--- src/hdl/trig_pkg.sv ---
package trig_pkg;

    // ****************************************************************
    // timing
    // ****************************************************************
    localparam int CLK_PERIOD_NS = 8;
    localparam int EXT_MIN_NS = 400;
    localparam int EXT_MIN_CYC = (EXT_MIN_NS + CLK_PERIOD_NS - 1) / CLK_PERIOD_NS;
    localparam int PULSE_US = 50;
    localparam int PULSE_CYC = (PULSE_US * 1000) / CLK_PERIOD_NS;

    // ****************************************************************
    // register map
    // ****************************************************************
    localparam logic [11:0] HDR_OFS = 12'h000;
    localparam logic [11:0] START_CTRL_OFS = 12'h004;
    localparam logic [11:0] STOP_CTRL_OFS = 12'h008;
    localparam logic [11:0] STATUS_OFS = 12'h00c;
    // event slots: addr[11:8] region, addr[7] side, addr[6:5] slot, addr[4:2] word
    localparam logic [3:0] EVT_REGION = 4'h1;
    localparam logic [2:0] EW_LOC = 3'h0;
    localparam logic [2:0] EW_VALUE = 3'h1;
    localparam logic [2:0] EW_MASK = 3'h2;
    localparam logic [2:0] EW_RELOAD = 3'h3;
    localparam logic [2:0] EW_COUNT = 3'h4;

    // header bits
    localparam int HB_CWE = 0;
    localparam int HB_START = 1;
    localparam int HB_STOP = 2;
    localparam int HB_EXT = 4;
    localparam int HB_TERR = 5;
    localparam int HB_XOT = 7;
    localparam logic [31:0] HDR_WMASK = 32'h0000_00b7;
    localparam logic [31:0] HDR_RESET = 32'h0000_0000;
    localparam logic [15:0] MASK_RESET = 16'hffff;
    localparam logic [15:0] WORD_RESET = 16'h0000;

    // ****************************************************************
    // types
    // ****************************************************************
    typedef enum logic [3:0] {
        CR_AUTO = 4'h0, CR_SINGLE = 4'h1, CR_PAIR = 4'h2, CR_AND12 = 4'h3,
        CR_PAIR_AND3 = 4'h4, CR_PAIR_OR3 = 4'h5, CR_3_BY_PAIR = 4'h6,
        CR_PAIR_BY_3 = 4'h7, CR_AND123 = 4'h8, CR_OR123 = 4'h9,
        CR_2_BY_1 = 4'ha, CR_OR12 = 4'hb
    } criteria_e;

    typedef enum logic [3:0] {
        ST_IDLE = 4'b0001, ST_FETCH = 4'b0010, ST_CHECK = 4'b0100, ST_COMMIT = 4'b1000
    } state_e;

    typedef struct packed {
        logic [7:0] zero_hi;
        logic [3:0] func;
        logic zero_mid;
        logic [2:0] done;
    } event_ctrl_s;

    typedef struct packed {
        logic done;
        logic fired;
        logic report;
    } result_s;

endpackage

--- src/hdl/bus_monitor_trigger_engine.sv ---
`timescale 1ns/100ps
module bus_monitor_trigger_engine
    import trig_pkg::*;
#(
    parameter int PULSE_CYCLES = PULSE_CYC
) (
    // clock and reset
    input wire logic SYS_CLK,
    input wire logic RST_N,
    // register port
    input wire logic [11:0] REG_ADDR,
    input wire logic [31:0] REG_WDATA,
    input wire logic REG_WR,
    input wire logic REG_RD,
    output logic [31:0] REG_RDATA,
    // captured message side
    input wire logic MON_RUN,
    input wire logic MSG_END,
    input wire logic MSG_ERROR,
    output logic MSG_RD,
    output logic [7:0] MSG_ADDR,
    input wire logic [15:0] MSG_DATA,
    output result_s MSG_RESULT,
    output logic CAPTURE_WINDOW,
    // trigger pins
    input wire logic EXT_TRIG,
    output logic TRIG_OUT
);

    localparam int PW = $clog2(PULSE_CYCLES + 1);
    localparam int EW = $clog2(EXT_MIN_CYC + 1);
    localparam logic [PW-1:0] PULSE_LOAD = PW'(PULSE_CYCLES);
    localparam logic [EW-1:0] EXT_LAST = EW'(EXT_MIN_CYC - 1);

    // ****************************************************************
    // functions
    // ****************************************************************
    // one counting step: {reached zero, next counter}
    function automatic logic [16:0] count_step(input logic en, input logic [15:0] cnt,
                                               input logic [15:0] reload);
        logic [16:0] r;
        r = {1'b0, cnt};
        if (en) begin
            if (cnt <= 16'h0001) begin
                r = {1'b1, reload};
            end else begin
                r = {1'b0, cnt - 16'h0001};
            end
        end
        return r;
    endfunction

    // reserved control bits always read as zero
    function automatic event_ctrl_s ctrl_clean(input logic [31:0] w);
        event_ctrl_s c;
        c = event_ctrl_s'(w[15:0]);
        c.zero_hi = 8'h00;
        c.zero_mid = 1'b0;
        return c;
    endfunction

    // ****************************************************************
    // storage
    // ****************************************************************
    logic [31:0] hdr;
    event_ctrl_s ctrl [2];
    logic [15:0] ev_loc [2][4];
    logic [15:0] ev_val [2][4];
    logic [15:0] ev_mask [2][4];
    logic [15:0] ev_rel [2][4];
    logic [15:0] ev_cnt [2][4];

    state_e state;
    logic [1:0] idx;
    logic side;
    logic err_l;
    logic [2:0] match;
    logic ext_pend;
    logic [EW-1:0] ext_hi;
    logic [PW-1:0] pulse_cnt;

    logic commit;
    logic side_on;
    logic ok;
    logic pm;
    logic [2:0] mv;
    logic [2:0] step;
    logic [2:0] hit;
    logic [2:0] f;
    logic [2:0] nf;
    logic [15:0] next_cnt [3];
    logic fire_seq;
    logic fire_ext;
    logic fire;
    logic next_cwe;
    logic [31:0] next_rdata;

    wire logic ev_sel = (REG_ADDR[11:8] == EVT_REGION);
    wire logic ev_side = REG_ADDR[7];
    wire logic [1:0] ev_slot = REG_ADDR[6:5];
    wire logic [2:0] ev_word = REG_ADDR[4:2];

    assign commit = (state == ST_COMMIT);
    assign CAPTURE_WINDOW = hdr[HB_CWE];
    assign MSG_RD = (state == ST_FETCH);

    // ****************************************************************
    // message sequencer
    // ****************************************************************
    always_ff @(posedge SYS_CLK or negedge RST_N) begin
        if (!RST_N) begin
            state <= ST_IDLE;
            idx <= 2'd0;
            side <= 1'b0;
            err_l <= 1'b0;
            match <= 3'b000;
            MSG_ADDR <= 8'h00;
        end else begin
            unique case (state)
                ST_IDLE: begin
                    if (MSG_END) begin
                        side <= hdr[HB_CWE];
                        err_l <= MSG_ERROR;
                        idx <= 2'd0;
                        match <= 3'b000;
                        MSG_ADDR <= ev_loc[hdr[HB_CWE]][0][7:0];
                        state <= ST_FETCH;
                    end
                end
                ST_FETCH: begin
                    state <= ST_CHECK;
                end
                ST_CHECK: begin
                    // zero location marks an unused slot
                    match[idx] <= (ev_loc[side][idx] != WORD_RESET)
                        && (((MSG_DATA ^ ev_val[side][idx]) & ev_mask[side][idx])
                            == WORD_RESET);
                    if (idx == 2'd2) begin
                        state <= ST_COMMIT;
                    end else begin
                        idx <= idx + 2'd1;
                        MSG_ADDR <= ev_loc[side][idx + 2'd1][7:0];
                        state <= ST_FETCH;
                    end
                end
                ST_COMMIT: begin
                    state <= ST_IDLE;
                end
            endcase
        end
    end

    // ****************************************************************
    // trigger evaluation
    // ****************************************************************
    always_comb begin
        side_on = side ? (hdr[HB_STOP] & hdr[HB_CWE])
            : (hdr[HB_START] & ~hdr[HB_CWE]);
        f = ctrl[side].done;
        ok = ~err_l | hdr[HB_TERR];
        mv = ok ? match : 3'b000;
        pm = mv[0] & mv[1];
        step = mv;
        unique case (ctrl[side].func)
            CR_PAIR, CR_PAIR_AND3, CR_PAIR_OR3: step[1:0] = {pm, pm};
            CR_3_BY_PAIR: begin
                step[1:0] = {pm, pm};
                step[2] = mv[2] & f[0] & f[1];
            end
            CR_PAIR_BY_3: step[1:0] = {2{pm & f[2]}};
            CR_2_BY_1: step[1] = mv[1] & f[0];
            default: step = mv;
        endcase
        if (!side_on) begin
            step = 3'b000;
        end
        for (int i = 0; i < 3; i++) begin
            {hit[i], next_cnt[i]} = count_step(step[i], ev_cnt[side][i], ev_rel[side][i]);
        end
        nf = f | hit;
        unique case (ctrl[side].func)
            CR_AUTO: fire_seq = ok;
            CR_SINGLE: fire_seq = nf[0];
            CR_PAIR, CR_AND12, CR_PAIR_BY_3: fire_seq = nf[0] & nf[1];
            CR_PAIR_AND3, CR_AND123: fire_seq = &nf;
            CR_PAIR_OR3: fire_seq = (nf[0] & nf[1]) | nf[2];
            CR_3_BY_PAIR: fire_seq = nf[2];
            CR_OR123: fire_seq = |nf;
            CR_2_BY_1: fire_seq = nf[1];
            CR_OR12: fire_seq = nf[0] | nf[1];
            default: fire_seq = 1'b0;
        endcase
        fire_seq = fire_seq & side_on;
        fire_ext = ext_pend & hdr[HB_EXT];
        fire = fire_seq | fire_ext;
        next_cwe = fire ? ~hdr[HB_CWE] : hdr[HB_CWE];
    end

    // ****************************************************************
    // registers written by software and hardware
    // ****************************************************************
    always_ff @(posedge SYS_CLK or negedge RST_N) begin
        if (!RST_N) begin
            hdr <= HDR_RESET;
        end else begin
            if (REG_WR && REG_ADDR == HDR_OFS) begin
                hdr <= REG_WDATA & HDR_WMASK;
            end
            if (commit) begin
                hdr[HB_CWE] <= next_cwe;
            end
        end
    end

    always_ff @(posedge SYS_CLK or negedge RST_N) begin
        if (!RST_N) begin
            ctrl[0] <= event_ctrl_s'(WORD_RESET);
            ctrl[1] <= event_ctrl_s'(WORD_RESET);
        end else begin
            if (REG_WR && REG_ADDR == START_CTRL_OFS) begin
                ctrl[0] <= ctrl_clean(REG_WDATA);
            end
            if (REG_WR && REG_ADDR == STOP_CTRL_OFS) begin
                ctrl[1] <= ctrl_clean(REG_WDATA);
            end
            if (commit && side_on) begin
                ctrl[side].done <= fire ? 3'b000 : nf;
            end
        end
    end

    always_ff @(posedge SYS_CLK or negedge RST_N) begin
        if (!RST_N) begin
            for (int s = 0; s < 2; s++) begin
                for (int k = 0; k < 4; k++) begin
                    ev_loc[s][k] <= WORD_RESET;
                    ev_val[s][k] <= WORD_RESET;
                    ev_mask[s][k] <= MASK_RESET;
                    ev_rel[s][k] <= WORD_RESET;
                    ev_cnt[s][k] <= WORD_RESET;
                end
            end
        end else begin
            if (REG_WR && ev_sel) begin
                unique case (ev_word)
                    EW_LOC: ev_loc[ev_side][ev_slot] <= REG_WDATA[15:0];
                    EW_VALUE: ev_val[ev_side][ev_slot] <= REG_WDATA[15:0];
                    EW_MASK: ev_mask[ev_side][ev_slot] <= REG_WDATA[15:0];
                    EW_RELOAD: ev_rel[ev_side][ev_slot] <= REG_WDATA[15:0];
                    EW_COUNT: ev_cnt[ev_side][ev_slot] <= REG_WDATA[15:0];
                    default: ;
                endcase
            end
            if (commit) begin
                for (int i = 0; i < 3; i++) begin
                    ev_cnt[side][i] <= next_cnt[i];
                end
            end
        end
    end

    // ****************************************************************
    // external trigger input
    // ****************************************************************
    always_ff @(posedge SYS_CLK or negedge RST_N) begin
        if (!RST_N) begin
            ext_hi <= '0;
        end else if (!EXT_TRIG) begin
            ext_hi <= '0;
        end else if (ext_hi != EXT_LAST) begin
            ext_hi <= ext_hi + EW'(1);
        end
    end

    always_ff @(posedge SYS_CLK or negedge RST_N) begin
        if (!RST_N) begin
            ext_pend <= 1'b0;
        end else if (EXT_TRIG && ext_hi == EXT_LAST && hdr[HB_EXT]) begin
            ext_pend <= 1'b1;
        end else if (commit || !MON_RUN) begin
            ext_pend <= 1'b0;
        end
    end

    // ****************************************************************
    // trigger output pulse
    // ****************************************************************
    always_ff @(posedge SYS_CLK or negedge RST_N) begin
        if (!RST_N) begin
            pulse_cnt <= '0;
            TRIG_OUT <= 1'b0;
        end else if (commit && fire && hdr[HB_XOT]) begin
            pulse_cnt <= PULSE_LOAD;
            TRIG_OUT <= 1'b1;
        end else if (pulse_cnt != '0) begin
            pulse_cnt <= pulse_cnt - PW'(1);
            TRIG_OUT <= (pulse_cnt > PW'(1));
        end else begin
            TRIG_OUT <= 1'b0;
        end
    end

    // ****************************************************************
    // per-message result
    // ****************************************************************
    always_ff @(posedge SYS_CLK or negedge RST_N) begin
        if (!RST_N) begin
            MSG_RESULT <= '0;
        end else begin
            MSG_RESULT.done <= commit;
            MSG_RESULT.fired <= commit & fire;
            MSG_RESULT.report <= commit & (hdr[HB_CWE] | next_cwe);
        end
    end

    // ****************************************************************
    // register read
    // ****************************************************************
    always_comb begin
        next_rdata = 32'h0000_0000;
        if (ev_sel) begin
            unique case (ev_word)
                EW_LOC: next_rdata = {16'h0000, ev_loc[ev_side][ev_slot]};
                EW_VALUE: next_rdata = {16'h0000, ev_val[ev_side][ev_slot]};
                EW_MASK: next_rdata = {16'h0000, ev_mask[ev_side][ev_slot]};
                EW_RELOAD: next_rdata = {16'h0000, ev_rel[ev_side][ev_slot]};
                EW_COUNT: next_rdata = {16'h0000, ev_cnt[ev_side][ev_slot]};
                default: next_rdata = 32'h0000_0000;
            endcase
        end else if (REG_ADDR == HDR_OFS) begin
            next_rdata = hdr;
        end else if (REG_ADDR == START_CTRL_OFS) begin
            next_rdata = {16'h0000, ctrl[0]};
        end else if (REG_ADDR == STOP_CTRL_OFS) begin
            next_rdata = {16'h0000, ctrl[1]};
        end else if (REG_ADDR == STATUS_OFS) begin
            next_rdata = {29'h0000_0000, state != ST_IDLE, TRIG_OUT, ext_pend};
        end
    end

    always_ff @(posedge SYS_CLK or negedge RST_N) begin
        if (!RST_N) begin
            REG_RDATA <= 32'h0000_0000;
        end else if (REG_RD) begin
            REG_RDATA <= next_rdata;
        end else begin
            REG_RDATA <= 32'h0000_0000;
        end
    end

endmodule // bus_monitor_trigger_engine

--- config.mk ---
export PLATFORM = sky130hd
export DESIGN_NAME = bus_monitor_trigger_engine
export DESIGN_NICKNAME = d
export VERILOG_FILES = /design/src/hdl/trig_pkg.sv /design/src/hdl/bus_monitor_trigger_engine.sv
export SDC_FILE = /design/constraint.sdc
export NUM_CORES = 2
export LEC_CHECK = 0
export CORE_AREA = 5 5 216 428
export DETAILED_ROUTE_END_ITERATION = 8
export DIE_AREA = 0 0 221 433
export DONT_BUFFER_PORTS = 1
export HOLD_SLACK_MARGIN = 0.02
export PLACE_DENSITY = 0.66
export REMOVE_ABC_BUFFERS = 1
export SYNTH_ARGS = -nofsm -noshare
export SYNTH_HDL_FRONTEND = slang
export SYNTH_SLANG_ARGS = --single-unit
--- constraint.sdc ---
create_clock -name SYS_CLK -period 9.4 [get_ports SYS_CLK]
set_input_delay 1.88 -clock SYS_CLK [delete_from_list [all_inputs] [get_ports SYS_CLK]]
set_output_delay 1.88 -clock SYS_CLK [all_outputs]
set_load 0.02 [all_outputs]
==> metrics.md <==
| Metric | Value |
|---|---|
| Total Power | 7.81 mW |
| Clock Path Buffers | 3 |
| P_int | 5.48 mW |
| CP Class | flip-flop to flip-flop |
| Final ANT Viol Nets | 0 |
| Worst-margin pin slew | 3.62 ns |
| Die height | 433 um |
| Largest net degree at the start of global routing | 720 |
| Clk_lat worst skew | 0.63 ns |
| WL/cell | 28.5 um |
| Gpl congestion | 0.927 |
| Via Count | 30400 |
| Failing checks | slew limit |
| Number of global-route vias before repair | 29500 |
| Final min period | 5.06 ns |
| CP Cell Sequence | buf_4 > buf_4 > mux2_2 > o21bai_1 > or4_1 > o21ai_1 > o311ai_1 > a31oi_1 > nor3_1 > ha_1 > nand2_1 > o21ai_0 |
| Share of layout cells above drive strength 1 | 29.9% |
| Initial Util | 44.6% |
| Total leakage power | 18.8 nW |
| Most used flip-flop cell after synthesis | dfrtp_1 |
| CTS tree | done |
| Run status | complete, but fails checks |
| Clock power frac | 37.1% |
| 1st-pass router iterations | 6 |
| Total core area | 88800 um2 |
| Min-delay src | ev_rel[65] |
| Fillcell total | 8101 |
| Row cnt | 155 |
| Startpoint types | flip-flop |
| Global route total overflow | 0 |
| Arr. time, crit path | 5.56 ns |
| Area of the multi-input gates | 20100 um2 |
| PostCTS Resize Cnt | 0 |
| Worst Setup EP | hdr[0] |
| Hold violation count in the final report | 0 |
| First-pass GRT wire length | 194000 um |
| Slew Viols, Final | 581 |
| Die span in x | 221 um |
| Combinational share of power | 17.0% |
| CP most frequent cell | buf_4 |
| Reg2reg end | hdr[0] |
| Pre-CTS setup slack | 4.31 ns |
| Seq pwr share | 45.9% |
| Switching pwr | 2.33 mW |
| Dpl hpwl | 83100 um |
| Post-synth EDFFs | 0 |
| Worst rel slew slack | -141% |
| DR DRC count | 0 |
| RSZ-0062 raised after global routing | false |
| CTS Sinks | 719 |
| Port bufs | 0 |
| Setup crit end kind | flip-flop |
| Post-CTS setup repair buffer count | 0 |
| Minimum hold slack | 0.503 ns |
| Top Ports | 114 |
| Max-cap viol count | 0 |
| Clk root buf | clkbuf_16 |
| Switching Fraction | 29.8% |
| H-tree Lvls | 3 |
| R2R Path Start | side |
| Worst-path clk slew | 0.06 ns |
| Commonest non-fill, non-tap cell in the layout | mux2_2 |
| Die area | 95700 um2 |
| Reg2Reg Depth | 12 |
| DP Area | 40200 um2 |
| VDD IR-drop max | 169 uV |
| Placed Cells | 4450 |
| Max Clk Rate | 0.198 GHz |
| Crit-path max FO | 45 |
| DR vias/cell | 6.63 |
| Fin Clk Skew | 0.0188 ns |
| Nets | 3427 |
| DR iter-0 viols | 3533 |
| Register Area | 18200 um2 |
| Final setup fails | 0 |
| Yosys reg bits | 719 |
| Seq/Total Area, Yosys | 45.8% |
| Cell Count, Final, Fillers Out | 4579 |
| Most frequent cells in the layout | mux2_2 (658), dfrtp_1 (588), a22oi_1 (310) |
| Mapped Cells | 3527 |
| WP data required | 9.90 ns |
| HP Class | flip-flop to flip-flop |
| Gr usage total | 26.3% |
| Mapped Area | 39600 um2 |
| Ys Warns | 0 |
| R2r setup slk | 4.34 ns |
| FFs w/ async S/R, synth | 100% |
| Avg Cell Area, Syn | 11.2 um2 |
| Final Instance Area | 42500 um2 |
| Initial antenna violation count | 3 |
| Routed WL | 130000 um |
| CTS buffer count | 70 |
| Netlist cell types | 86 |
| Setup ws final | 4.34 ns |
| CP max stage cell | dfrtp_4 |
| Cts hold-fix bufs | 0 |
| Number of diodes | 0 |
| CP max stage delay | 0.80 ns |
| Area delta synth->final | 7.27% |
| Worst setup startpoint | side |
| Crit share post-route | 53.8% |
| Pwr/cell area | 184 nW/um2 |
synth_stat cells (all sizes together), types with 14 or more instances:
cell type	number	area (um2)
nor3b	18	145
buf	74	498
a22oi	310	2330
a221oi	17	155
o211ai	14	105
nand4	76	475
nor3	62	315
dfstp	129	3390
ha	14	175
nor4	35	225
and3	16	100
a21oi	135	679
nor2	168	631
clkbuf	241	905
nand3	44	220
mux4	40	901
a22o	18	158
o21ai	129	646
a31oi	30	188
o22ai	25	156
dfrtp	590	14800
nor2b	14	87.6
nand2	192	721
mux2i	200	2010
mux2	660	7440
inv	20	75.1
nand2b	17	106
xnor2	18	158
xor2	45	394
and2	15	93.8
state kept, by name, summed over array words and instances (netlist names), 2 cells and up:
name	count
match	3
ctrl	14
pulse_cnt	13
ev_mask	128
REG_RDATA	16
ev_val	128
ev_rel	128
ext_hi	6
MSG_RESULT	3
MSG_ADDR	8
state	4
hdr	6
ev_loc	128
idx	2
ev_cnt	128
per-stage QoR:
step	util (%)	TNS (ns)
CTS	47.8	0
floorplan	-	-532.77
detailed placement	45.2	0
finish	47.8	0
global route	47.8	0
global placement	45.2	0
worst max-delay path, delay by kind of cell (launching register included):
kind                     cells  cell delay [ns]
adder cells (fa/ha/maj)      1             0.31
multiplexers                 1             0.45
AND/OR/NAND/NOR              3             0.90
buffers and inverters        2             1.28
flip-flops                   1             0.80
AO/OA/AOI/OAI                5             1.10
cell families after synthesis:
logic type / after synthesis / share of synthesized area, %
adder cells (fa/ha/maj): 14 / 0.442
XOR/XNOR: 63 / 1.39
flip-flops: 719 / 45.8
multiplexers: 900 / 26.1
buffers and inverters: 337 / 3.75
AND/OR/NAND/NOR: 708 / 8.91
other: 1 / 0.00947
AO/OA/AOI/OAI: 785 / 13.5
layout make-up:
class	count	area share, %
clock buffer	105	4.94
clock inverter	24	0.530
inverter	22	0.194
multi-input combinational	2486	47.3
sequential	719	42.7
tap	1177	3.47
timing repair buffer	46	0.842
metal layers:
metal	vias to the layer above	GRT usage (%)	part of all wire, %
met5	-	0	0.010
met4	2	13.3	5.8
met3	363	5.77	9.5
met2	1676	41.0	46
met1	15400	34.7	39
li1	12900	-	-
worst min-delay path by stage:
stage               slack, ns  cells past startpoint             to
floorplan                0.46                      1       state[0]
global placement         0.48                      2  pulse_cnt[12]
detailed placement       0.49                      1      ev_cnt[1]
CTS                      0.50                      1     ev_rel[65]
global route             0.52                      1     ev_rel[71]
finish                   0.50                      1     ev_rel[65]
power by group through the flow:
stage / Sequential, mW / Clock [mW] / Combinational (mW)
global placement: 3.62 / 0 / 1.26
detailed placement: 3.63 / 0 / 1.29
floorplan: 3.63 / 0 / 0.976
finish: 3.59 / 2.89 / 1.33
global route: 3.61 / 3.05 / 1.42
CTS: 3.58 / 2.93 / 1.30
Power figures use the tool's default switching activity.
